## src/design/cmpc_pkg.sv

```systemverilog
// Package for the comparator control logic: register map, field positions,
// reset values, structs and enums shared by the top and its synchroniser.
// Assumes an 8-bit register port with read data one cycle after the strobe.
package cmpc_pkg;

  // ==========================================================================
  // Register offsets
  localparam logic [1:0] CMPC_ADDR_CTRL   = 2'h0;
  localparam logic [1:0] CMPC_ADDR_STATUS = 2'h1;
  localparam logic [1:0] CMPC_ADDR_MASK   = 2'h2;
  localparam logic [1:0] CMPC_ADDR_PORT   = 2'h3;

  // ==========================================================================
  // Control register field positions
  localparam int CMPC_BIT_PIN_SEL = 7;
  localparam int CMPC_BIT_POWER   = 6;
  localparam int CMPC_BIT_INVERT  = 5;
  localparam int CMPC_BIT_RESULT  = 4;
  localparam int CMPC_BIT_OUT_INT = 3;
  localparam int CMPC_BIT_EDGE_HI = 2;
  localparam int CMPC_BIT_EDGE_LO = 1;
  localparam int CMPC_BIT_HYST    = 0;

  // Status and mask bit positions
  localparam int CMPC_ST_EDGE = 0;

  // ==========================================================================
  // Reset values
  localparam logic [7:0] CMPC_CTRL_RESET = 8'h81;
  localparam logic [7:0] CMPC_ZERO8      = 8'h00;
  localparam logic [1:0] CMPC_SYNC_RESET = 2'h0;

  // Edge selection encodings
  typedef enum logic [1:0] {
    CMPC_EDGE_RISE = 2'b00,
    CMPC_EDGE_FALL = 2'b01,
    CMPC_EDGE_BOTH = 2'b10,
    CMPC_EDGE_ANY  = 2'b11
  } cmpc_edge_e;

  // Register port request
  typedef struct packed {
    logic [1:0] addr;
    logic [7:0] wdata;
    logic       wr;
    logic       rd;
  } cmpc_bus_s;

  // Analog and pad controls
  typedef struct packed {
    logic power_on;
    logic hyst_on;
    logic pin_select;
    logic pullup_kill;
    logic out_pin;
    logic out_pin_en;
  } cmpc_ana_s;

  // All state of the top module
  typedef struct packed {
    logic [7:0] ctrl;
    logic       result;
    logic       status;
    logic       mask;
    logic [7:0] rdata;
    logic       irq;
    logic       wake;
    cmpc_ana_s  ana;
  } cmpc_state_s;

endpackage

```

## src/design/cmpc_sync.sv

```systemverilog
// Two-stage synchroniser for one asynchronous level.
// Assumes the input is a raw level from outside the clock domain.
`timescale 1ns/10ps
`default_nettype none
module cmpc_sync
  import cmpc_pkg::*;
(
  input  wire logic i_clk,
  input  wire logic i_rst,
  input  wire logic i_async,
  output logic      o_sync
);

  // ==========================================================================
  // State
  typedef struct packed {
    logic [1:0] ff;
  } cmpc_sync_s;

  cmpc_sync_s st_r;
  cmpc_sync_s st_nxt;

  // First stage feeds only the second stage
  always_comb begin
    st_nxt    = st_r;
    st_nxt.ff = {st_r.ff[0], i_async};
  end

  // Register the state
  always_ff @(posedge i_clk) begin
    if (i_rst) begin
      st_r.ff <= CMPC_SYNC_RESET;
    end else begin
      st_r <= st_nxt;
    end
  end

  assign o_sync = st_r.ff[1];

endmodule
`default_nettype wire

```

## src/design/cmpc_top.sv

```systemverilog
// Comparator control logic: control register, result capture, edge
// interrupt, wake-up request and pad steering around an analog comparator.
// Assumes the comparator decision is asynchronous and the port latch,
// direction bits and sleep indication come from logic on i_clk.
//
// How it works
// - Comparator enabled drops shared pin pull-ups
// - Selected result edge sets flag, raises irq
// - Edge field: rise, fall, or both
// - Edges taken on stored result bit
// - Flag set during sleep also requests wake
// - Sleep never clears the power bit
// - Shared pin reads zero when direction is input, only while pin select set
// - Pin select routes pins to comparator inputs
// - Power bit switches comparator on or off
// - Invert bit flips decision into result
// - Result bit read-only, reflects polarity
// - Output path bit gates dedicated output pin
// - Hysteresis bit drives hysteresis enable
//
// Added by the designer: the register addresses and strobed register access.
`timescale 1ns/10ps
`default_nettype none
module cmpc_top
  import cmpc_pkg::*;
(
  input  wire logic       i_clk,
  input  wire logic       i_rst,
  input  wire logic [1:0] i_addr,
  input  wire logic [7:0] i_wdata,
  input  wire logic       i_wr,
  input  wire logic       i_rd,
  output logic      [7:0] o_rdata,
  input  wire logic       i_cmp_decision,
  input  wire logic       i_sleep,
  input  wire logic [1:0] i_port_latch,
  input  wire logic [1:0] i_port_dir,
  output logic            o_irq,
  output logic            o_wake,
  output logic            o_cmp_power_on,
  output logic            o_cmp_hyst_on,
  output logic            o_cmp_pin_select,
  output logic            o_pullup_kill,
  output logic            o_cmp_out_pin,
  output logic            o_cmp_out_pin_en
);

  // ==========================================================================
  // Synchronised comparator decision
  logic decision_sync;

  // Decision crosses into i_clk before any logic looks at it
  cmpc_sync u_sync (
    .i_clk   (i_clk),
    .i_rst   (i_rst),
    .i_async (i_cmp_decision),
    .o_sync  (decision_sync)
  );

  // ==========================================================================
  // State
  cmpc_state_s st_r;
  cmpc_state_s st_nxt;
  cmpc_bus_s   bus;

  assign bus = '{addr: i_addr, wdata: i_wdata, wr: i_wr, rd: i_rd};

  // ==========================================================================
  // Next-state logic
  always_comb begin
    logic       new_result;
    logic       rise;
    logic       fall;
    logic       hit;
    logic       enabled;
    logic [1:0] port_rd;
    cmpc_edge_e edge_sel;
    new_result = 1'b0;
    rise       = 1'b0;
    fall       = 1'b0;
    hit        = 1'b0;
    enabled    = 1'b0;
    port_rd    = 2'h0;
    edge_sel   = CMPC_EDGE_RISE;
    st_nxt     = st_r;

    // Control writes; the result bit is not writable, and sleep entry
    // has no path to the power bit at all
    if (bus.wr && bus.addr == CMPC_ADDR_CTRL) begin
      st_nxt.ctrl = bus.wdata;
    end
    if (bus.wr && bus.addr == CMPC_ADDR_MASK) begin
      st_nxt.mask = bus.wdata[CMPC_ST_EDGE];
    end

    // A powered-down comparator gives no decision; result holds
    enabled = st_r.ctrl[CMPC_BIT_POWER];
    if (enabled) begin
      new_result = decision_sync ^ st_r.ctrl[CMPC_BIT_INVERT];
    end else begin
      new_result = st_r.result;
    end
    st_nxt.result = new_result;

    // Edges are seen on the stored bit, never on the pad
    rise     = new_result & ~st_r.result;
    fall     = ~new_result & st_r.result;
    edge_sel = cmpc_edge_e'(st_r.ctrl[CMPC_BIT_EDGE_HI:CMPC_BIT_EDGE_LO]);
    unique case (edge_sel)
      CMPC_EDGE_RISE: hit = rise;
      CMPC_EDGE_FALL: hit = fall;
      CMPC_EDGE_BOTH,
      CMPC_EDGE_ANY:  hit = rise | fall;
    endcase

    // Write-one-to-clear on status; a new edge wins over the clear
    if (bus.wr && bus.addr == CMPC_ADDR_STATUS && bus.wdata[CMPC_ST_EDGE]) begin
      st_nxt.status = 1'b0;
    end
    if (hit) begin
      st_nxt.status = 1'b1;
    end

    // Interrupt level while unmasked flag stands
    st_nxt.irq = st_nxt.status & st_nxt.mask;

    // Wake only on a fresh flag; a flag already high gives no new rise
    st_nxt.wake = i_sleep & enabled & hit & ~st_r.status;

    // Pad and analog controls
    st_nxt.ana.power_on    = st_nxt.ctrl[CMPC_BIT_POWER];
    st_nxt.ana.hyst_on     = st_nxt.ctrl[CMPC_BIT_HYST];
    st_nxt.ana.pin_select  = st_nxt.ctrl[CMPC_BIT_PIN_SEL];
    st_nxt.ana.pullup_kill = st_nxt.ctrl[CMPC_BIT_POWER]
                           | st_nxt.ctrl[CMPC_BIT_PIN_SEL];
    st_nxt.ana.out_pin_en  = ~st_nxt.ctrl[CMPC_BIT_OUT_INT];
    st_nxt.ana.out_pin     = st_nxt.result & ~st_nxt.ctrl[CMPC_BIT_OUT_INT];

    // Port view of the shared pins while the comparator owns them
    if (st_r.ctrl[CMPC_BIT_PIN_SEL]) begin
      port_rd = i_port_latch & ~i_port_dir;
    end else begin
      port_rd = i_port_latch;
    end

    // Read data, valid only in the cycle after the strobe
    st_nxt.rdata = CMPC_ZERO8;
    if (bus.rd) begin
      unique case (bus.addr)
        CMPC_ADDR_CTRL: begin
          st_nxt.rdata = st_r.ctrl;
          st_nxt.rdata[CMPC_BIT_RESULT] = st_r.result;
        end
        CMPC_ADDR_STATUS: st_nxt.rdata = {7'h00, st_r.status};
        CMPC_ADDR_MASK:   st_nxt.rdata = {7'h00, st_r.mask};
        CMPC_ADDR_PORT:   st_nxt.rdata = {6'h00, port_rd};
      endcase
    end
  end

  // ==========================================================================
  // State register
  always_ff @(posedge i_clk) begin
    if (i_rst) begin
      st_r.ctrl   <= CMPC_CTRL_RESET;
      st_r.result <= 1'b0;
      st_r.status <= 1'b0;
      st_r.mask   <= 1'b0;
      st_r.rdata  <= CMPC_ZERO8;
      st_r.irq    <= 1'b0;
      st_r.wake   <= 1'b0;
      st_r.ana    <= '{power_on: 1'b0, hyst_on: 1'b1, pin_select: 1'b1,
                       pullup_kill: 1'b1, out_pin: 1'b0, out_pin_en: 1'b1};
    end else begin
      st_r <= st_nxt;
    end
  end

  // Outputs straight from flip-flops
  assign o_rdata          = st_r.rdata;
  assign o_irq            = st_r.irq;
  assign o_wake           = st_r.wake;
  assign o_cmp_power_on   = st_r.ana.power_on;
  assign o_cmp_hyst_on    = st_r.ana.hyst_on;
  assign o_cmp_pin_select = st_r.ana.pin_select;
  assign o_pullup_kill    = st_r.ana.pullup_kill;
  assign o_cmp_out_pin    = st_r.ana.out_pin;
  assign o_cmp_out_pin_en = st_r.ana.out_pin_en;

endmodule
`default_nettype wire

```

## config.mk

```make
export PLATFORM = sky130hd
export DESIGN_NAME = cmpc_top
export DESIGN_NICKNAME = d
export VERILOG_FILES = /design/src/design/cmpc_pkg.sv /design/src/design/cmpc_sync.sv /design/src/design/cmpc_top.sv
export SDC_FILE = /design/constraint.sdc
export NUM_CORES = 1
export LEC_CHECK = 0
export BUFFER_PORTS_ARGS = -buffer_cell sky130_fd_sc_hd__clkbuf_2
export CAP_MARGIN = 0
export CORE_ASPECT_RATIO = 0.9
export CORE_MARGIN = 1
export CORE_UTILIZATION = 35
export CTS_CLUSTER_SIZE = 40
export DETAILED_ROUTE_END_ITERATION = 10
export GPL_ROUTABILITY_DRIVEN = 0
export PLACE_DENSITY = 0.66
export RECOVER_POWER = 100
export SLEW_MARGIN = 10
export SYNTH_ARGS = -nofsm -noshare
export SYNTH_HDL_FRONTEND = slang
export SYNTH_HIERARCHICAL = 1
export SYNTH_SLANG_ARGS = --single-unit
```

## constraint.sdc

```tcl
create_clock -name i_clk -period 2.41 [get_ports i_clk]
set_input_delay 0.1205 -clock i_clk [delete_from_list [all_inputs] [get_ports i_clk]]
set_output_delay 0.1205 -clock i_clk [all_outputs]
set_load 0.03 [all_outputs]
```

==> results of run 1 <==
synthesized netlist by cell type, drive strengths merged:
| master | n | area share |
|---|---|---|
| a211o | 2 | 0.018 |
| a211oi | 3 | 0.022 |
| a21o | 1 | 0.0074 |
| a221oi | 1 | 0.0086 |
| a22o | 1 | 0.0098 |
| and2 | 4 | 0.025 |
| buf | 11 | 0.086 |
| clkbuf | 1 | 0.0037 |
| dfxtp | 25 | 0.49 |
| ha | 2 | 0.025 |
| inv | 4 | 0.015 |
| mux2 | 1 | 0.011 |
| mux2i | 7 | 0.069 |
| nand2 | 1 | 0.0037 |
| nand2b | 2 | 0.012 |
| nand3 | 1 | 0.0049 |
| nand3b | 1 | 0.0074 |
| nand4 | 1 | 0.0062 |
| nand4b | 2 | 0.017 |
| nor2 | 9 | 0.033 |
| nor2b | 5 | 0.031 |
| nor3 | 4 | 0.020 |
| nor3b | 3 | 0.038 |
| nor4 | 2 | 0.012 |
| o21bai | 1 | 0.0074 |
| or2 | 1 | 0.0062 |
| xor2 | 1 | 0.0086 |
critical path, delay by kind of cell:
kind	cells	cell delay (ns)
muxes	1	0.29
buffers and inverters	1	0.19
and+or+nand+nor	2	1.60
per-layer routing:
layer | up-vias | track usage | routed length, um
met4 | 0 | 0.0833 | 44
met1 | 332 | 0.146 | 839
li1 | 375 | - | -
met2 | 22 | 0.216 | 876
met5 | - | 0 | 0
met3 | 5 | 0.0244 | 80
sequential cells by signal, indices dropped and copies added (netlist names):
register          flops
o_wake                1
st_r                 10
o_rdata               8
u_sync/st_r           2
o_pullup_kill         1
o_cmp_out_pin_en      1
o_irq                 1
o_cmp_out_pin         1
what timing repair did:
item | 4_1_cts | 5_1_grt
hold buffers | 0 | 1
setup buffers | 0 | 0
setup endpoints to repair | 0 | 0
endpoints found under the hold margin | 0 | 1
cells by family after synthesis:
kind of cell	after synthesis	share of synthesized area
xor+xnor	1	0.00861
fa+ha+maj	2	0.0246
buf+inv	16	0.105
flops	25	0.492
simple gates	36	0.216
mux	8	0.0800
compound gates	9	0.0738
cell type report:
class / count / area, sq um
multi-input combinational: 56 / 394
fill: 292 / 1600
clock buffer: 3 / 22.5
sequential: 25 / 500
inverter: 4 / 15.0
tap: 40 / 50.0
timing repair buffer: 35 / 158
clock inverter: 1 / 7.51
metrics by stage:
stage                     hold WS, ns  setup WS [ns]
after detailed placement        0.348          0.405
after CTS                      0.0110          0.383
final                          0.0192          0.435
after floorplan                 0.190          0.443
after global placement          0.337          0.492
after global routing           0.0151          0.216
report_power, final:
part           leakage [nW]  internal, mW  switching, mW
logic                 0.232        0.0294         0.0400
clock network        0.0139        0.0634          0.128
registers             0.203         0.424        0.00649
worst max-delay path by stage:
stage | start | end | slack [ns]
2_1_floorplan | st_r[25]$_SDFF_PP0_ | o_irq$_SDFF_PP0_ | 0.44
3_3_place_gp | st_r[25]$_SDFF_PP0_ | o_irq$_SDFF_PP0_ | 0.49
3_5_place_dp | st_r[25]$_SDFF_PP0_ | o_irq$_SDFF_PP0_ | 0.41
4_1_cts | st_r[25]$_SDFF_PP0_ | o_irq$_SDFF_PP0_ | 0.38
5_1_grt | i_addr[1] | o_cmp_out_pin_en$_SDFF_PP1_ | 0.22
6_report | i_addr[1] | o_cmp_out_pin_en$_SDFF_PP1_ | 0.43
==> impl_metrics.tcl, run 1 <==
set metrics [dict create \
    status "finished, violations left" \
    violations "max-capacitance violations, max-slew violations" \
    vias 734 \
    finalHoldViolations 0 \
    vdd_drop_max_mv 0.189 \
    grt.total_usage 0.127 \
    cp.required_ns 2.64 \
    finalNonFillerCells 164 \
    layout_common_cells "dfxtp_1, clkbuf_1, clkbuf_2, nor2_1, mux2i_1" \
    clk_path_buf_depth 2 \
    max_slew_margin -0.0779 \
    grt_pass1_vias 651 \
    place_area_sq_mm 0.00115 \
    drt-total-wl_um 1840 \
    start_util 0.370 \
    syn-cell-area_sq_mm 0.00102 \
    rsz0062_at_grt "false" \
    critPathKind "input pin to flip-flop" \
    final_common_cell "dfxtp_1" \
    dp.cells 159 \
    finalSetupViolCount 0 \
    ctsResizeCount 0 \
    htreeDepth 1 \
    tns_ns 0 \
    synth-seq-cells 25 \
    die_w_um 58.8 \
    period_needed_ns 1.98 \
    num_rows 18 \
    syn_area_per_cell_sq_um 10.5 \
    ys_warn_count 6 \
    tightest_slew_ns 1.61 \
    grt_pass1_wl_um 2830 \
    antenna_cells 0 \
    tritoncts "yes" \
    core_area_sq_mm 0.00275 \
    min_path_type "input pin to flip-flop" \
    nNetsFinal 147 \
    synth-seq-area-share 0.492 \
    drv_slew 12 \
    critPathMaxFanout 11 \
    finish.utilization 0.418 \
    synth_fp_nets 119 \
    crit_arrival_ns 2.21 \
    hp-start "i_wdata[7]" \
    synth_cell_types 32 \
    critPathCaptureType "flip-flop" \
    grt_max_degree 19 \
    syn_inst 97 \
    max_freq_mhz 506 \
    slowest_stage "nor3b_1" \
    drtAntennaViolNets 0 \
    whs_path_depth 2 \
    fin_skew_ns 0.00299 \
    grt.overflow.total 0 \
    design_area_sq_mm 0.00115 \
    area_delta_synth_final_pct 12.8 \
    crit_chain "clkbuf_1 > nor3b_1 > mux2i_1 > or2_1" \
    power_mw 0.691 \
    numCtsBuffers 3 \
    leakage_nw 0.449 \
    insertion_delay_ns 0.32 \
    min_to "st_r[26]$_SDFF_PP1_" \
    finalCritPeriodShare 0.820 \
    reg2regPathDepth 6 \
    via_per_inst 4.48 \
    port-buffer-count 34 \
    cts_root_buf "clkbuf_4" \
    rr_endpoint "o_irq$_SDFF_PP0_" \
    start_kind "input pin" \
    first_pass_iters 4 \
    antenna_found_initial 0 \
    cap_violations 1 \
    drive_gt1_frac 0.185 \
    drt_iter0_drc 16 \
    clkTransAtPathRegs_ns 0.14 \
    wl_per_cell_um 11.2 \
    p_per_area_mw_per_mm2 602 \
    drc_errors 0 \
    die_area_sq_mm 0.00313 \
    reg2reg_slack_ns 0.43 \
    cts.sinks 25 \
    die_h_um 53.1 \
    ios 36 \
    worst_path_largest_cell_delay_ns 1.32 \
    timing.rr.start "st_r[25]$_SDFF_PP0_" \
    hpwl_um 1350 \
]
Note: power is estimated with default switching activity, not from simulation.
==> run 2: changes to the inputs <==
Settings changed: ABC_AREA from default to 1, PLACE_DENSITY 0.66 to 0.68.
Clock period 2.41 ns to 1.6 ns, I/O delays scaled along.
==> run 2 against run 1 <==
  * The flow now finishes without violations
  * Clock skew rose by 0.0034 ns
  * Count of clock-buffer cells in the layout did not move
  * Area after synthesis rose by 0.74%
  * Largest cell class unchanged
  * Sequential share of layout area fell by 3.1 points
  * Cell count rose by 26%
==> impl_metrics.tcl, run 2 <==
set metrics [dict create \
    fin_skew_ns 0.00635 \
    vias 860 \
    pwr-share-seq 0.606 \
    dp.cells 197 \
    max_slew_margin 0.753 \
    syn_inst 132 \
    cp.required_ns 1.85 \
    drt-total-wl_um 1920 \
    synthArstFlopShare 0 \
    syn_area_per_cell_sq_um 7.76 \
    tritoncts "yes" \
    synth_fp_nets 154 \
    finalSetupViolCount 0 \
    grt_max_degree 15 \
    synth_compound_area_frac 0.0781 \
    clk_path_buf_depth 2 \
    synth_simple_gate_area_frac 0.244 \
    start_kind "flip-flop" \
    finalNonFillerCells 206 \
    synth-seq-area-share 0.488 \
    synth.area.top_cells "dfxtp_1, inv_1, nand2_1" \
    finalHoldViolations 0 \
    core_area_sq_mm 0.00277 \
    antenna_found_initial 0 \
    start_util 0.370 \
    synth_ff_type "dfxtp_1" \
    critPathMaxFanout 3 \
    synth-seq-cells 25 \
    p_clk_frac 0.241 \
    drv_slew 0 \
    synthAdderAreaFrac 0.0244 \
    critPathKind "flip-flop to flip-flop" \
    hpwl_um 1450 \
    num_rows 18 \
    finalCritPeriodShare 0.939 \
    synth_cell_types 18 \
    critPathCaptureType "flip-flop" \
    via_per_inst 4.17 \
    die_area_sq_mm 0.00315 \
    insertion_delay_ns 0.31 \
    tns_ns 0 \
    htreeDepth 1 \
    ios 36 \
    nNetsFinal 189 \
    die_w_um 59.0 \
    min_path_type "input pin to flip-flop" \
    drive_gt1_frac 0.205 \
    reg2regPathDepth 11 \
    largest_register_ffs 10 \
    whs_path_depth 3 \
    layout_common_cells "inv_1, dfxtp_1, nand2_1, nor2_1" \
    status "finished, final reports clean" \
    synth_edf_count 0 \
    cts_root_buf "clkbuf_4" \
    grt.overflow.total 0 \
    synth_top_area_frac 0.488 \
    grt.total_usage 0.137 \
    grt_pass1_vias 757 \
    cts.sinks 25 \
    p_comb_frac 0.153 \
    leakage_nw 0.599 \
    cap_violations 0 \
    largest-register "st_r" \
    tightest_slew_ns 0.373 \
    numCtsBuffers 3 \
    synthMuxAreaShare 0 \
    max_freq_mhz 666 \
    period_needed_ns 1.50 \
    clkTransAtPathRegs_ns 0.12 \
    syn-cell-area_sq_mm 0.00102 \
    p_per_area_mw_per_mm2 879 \
    wl_per_cell_um 9.32 \
    p_sw_frac 0.263 \
    synth_xor_area_frac 0 \
    power.net_switching_mw 0.286 \
    die_h_um 53.3 \
    vdd_drop_max_mv 0.334 \
    crit_arrival_ns 1.75 \
    antenna_cells 0 \
    drtAntennaViolNets 0 \
    synth_top_family_by_area "simple AND/OR/NAND/NOR gates" \
    area_delta_synth_final_pct 20.9 \
    drc_errors 0 \
    synth_common_cells "dfxtp_1, inv_1, nand2_1, nor2_1, buf_4" \
    p_int_mw 0.802 \
    port-buffer-count 34 \
    ys_warn_count 6 \
    grt_pass1_wl_um 3100 \
    drt_iter0_drc 25 \
    first_pass_iters 4 \
    synth_top_area_cell "dfxtp_1" \
]
[run 2: metrics by stage]
stage / utilization / instance area, sq um / setup WS, ns / hold slack, ns / total power, mW
CTS: 0.452 / 1250 / 0.0420 / 0.0358 / 1.10
finish: 0.447 / 1240 / 0.0975 / 0.0421 / 1.09
global placement: 0.424 / 1170 / 0.127 / 0.275 / 0.824
detailed placement: 0.424 / 1170 / 0.0737 / 0.277 / 0.829
floorplan: - / 1020 / 0.0229 / 0.151 / 0.777
global route: 0.447 / 1240 / -0.0286 / 0.0487 / 1.15
[run 2: final cells by class]
cell class | count | area, sq um
clock buffers | 3 | 22.5
clock inverters | 1 | 5.00
fillers | 302 | 1530
inverters | 26 | 97.6
multi-input cells | 72 | 363
flip-flops and latches | 25 | 502
well taps | 40 | 50.0
repair buffers | 39 | 199
[run 2: worst max-delay path, cell delays in order (launching register included)]
cell and delay [ns]:
dfxtp_1 0.34, inv_2 0.06, nand2_1 0.04, nand2_1 0.08, nand2_2 0.07, nand2_2 0.08
inv_1 0.04, ha_1 0.27, or2_4 0.26, nand2_2 0.07, nor2_1 0.05, nor2_1 0.10
[run 2: worst paths after layout]
check	startpoint	to	slack, ns
worst min-delay path	i_wdata[2]	st_r[21]$_SDFFE_PP0N_	0.04
worst max-delay path	st_r[24]$_SDFFE_PP0N_	o_irq$_SDFF_PP0_	0.1
worst min register to register	u_sync/st_r[0]$_SDFF_PP0_	u_sync/st_r[1]$_SDFF_PP0_	0.41
worst max register to register	st_r[24]$_SDFFE_PP0N_	o_irq$_SDFF_PP0_	0.1
[run 2: repair_timing]
item                                    CTS  global route
endpoints found under the setup margin    0             2
buffers inserted                          0             0
endpoints found under the hold margin     5             0
hold buffers                              5             0
resized for setup                         0             7
[run 2: logic make-up (layout without fill, tap and decap cells)]
family,Yosys count,count (layout)
AOI/OAI and AO/OA,15,15
and+or+nand+nor,55,55
adders and majority gates,2,2
DFF,25,25
buffers and inverters,35,69
[run 2: power by group through the flow]
stage                     combinational [mW]  sequential, mW  clock [mW]
after global routing                   0.191           0.662       0.301
after global placement                 0.152           0.672           0
after detailed placement               0.156           0.672           0
final                                  0.167           0.659       0.263
after floorplan                       0.0887           0.688           0
after CTS                              0.167           0.658       0.278
[run 2: layer usage]
layer	up-vias	track usage	wire length (um)
met3	2	0.0513	99
met5	-	0	0
li1	461	-	-
met4	0	0.0476	21
met2	22	0.241	932
met1	375	0.152	866
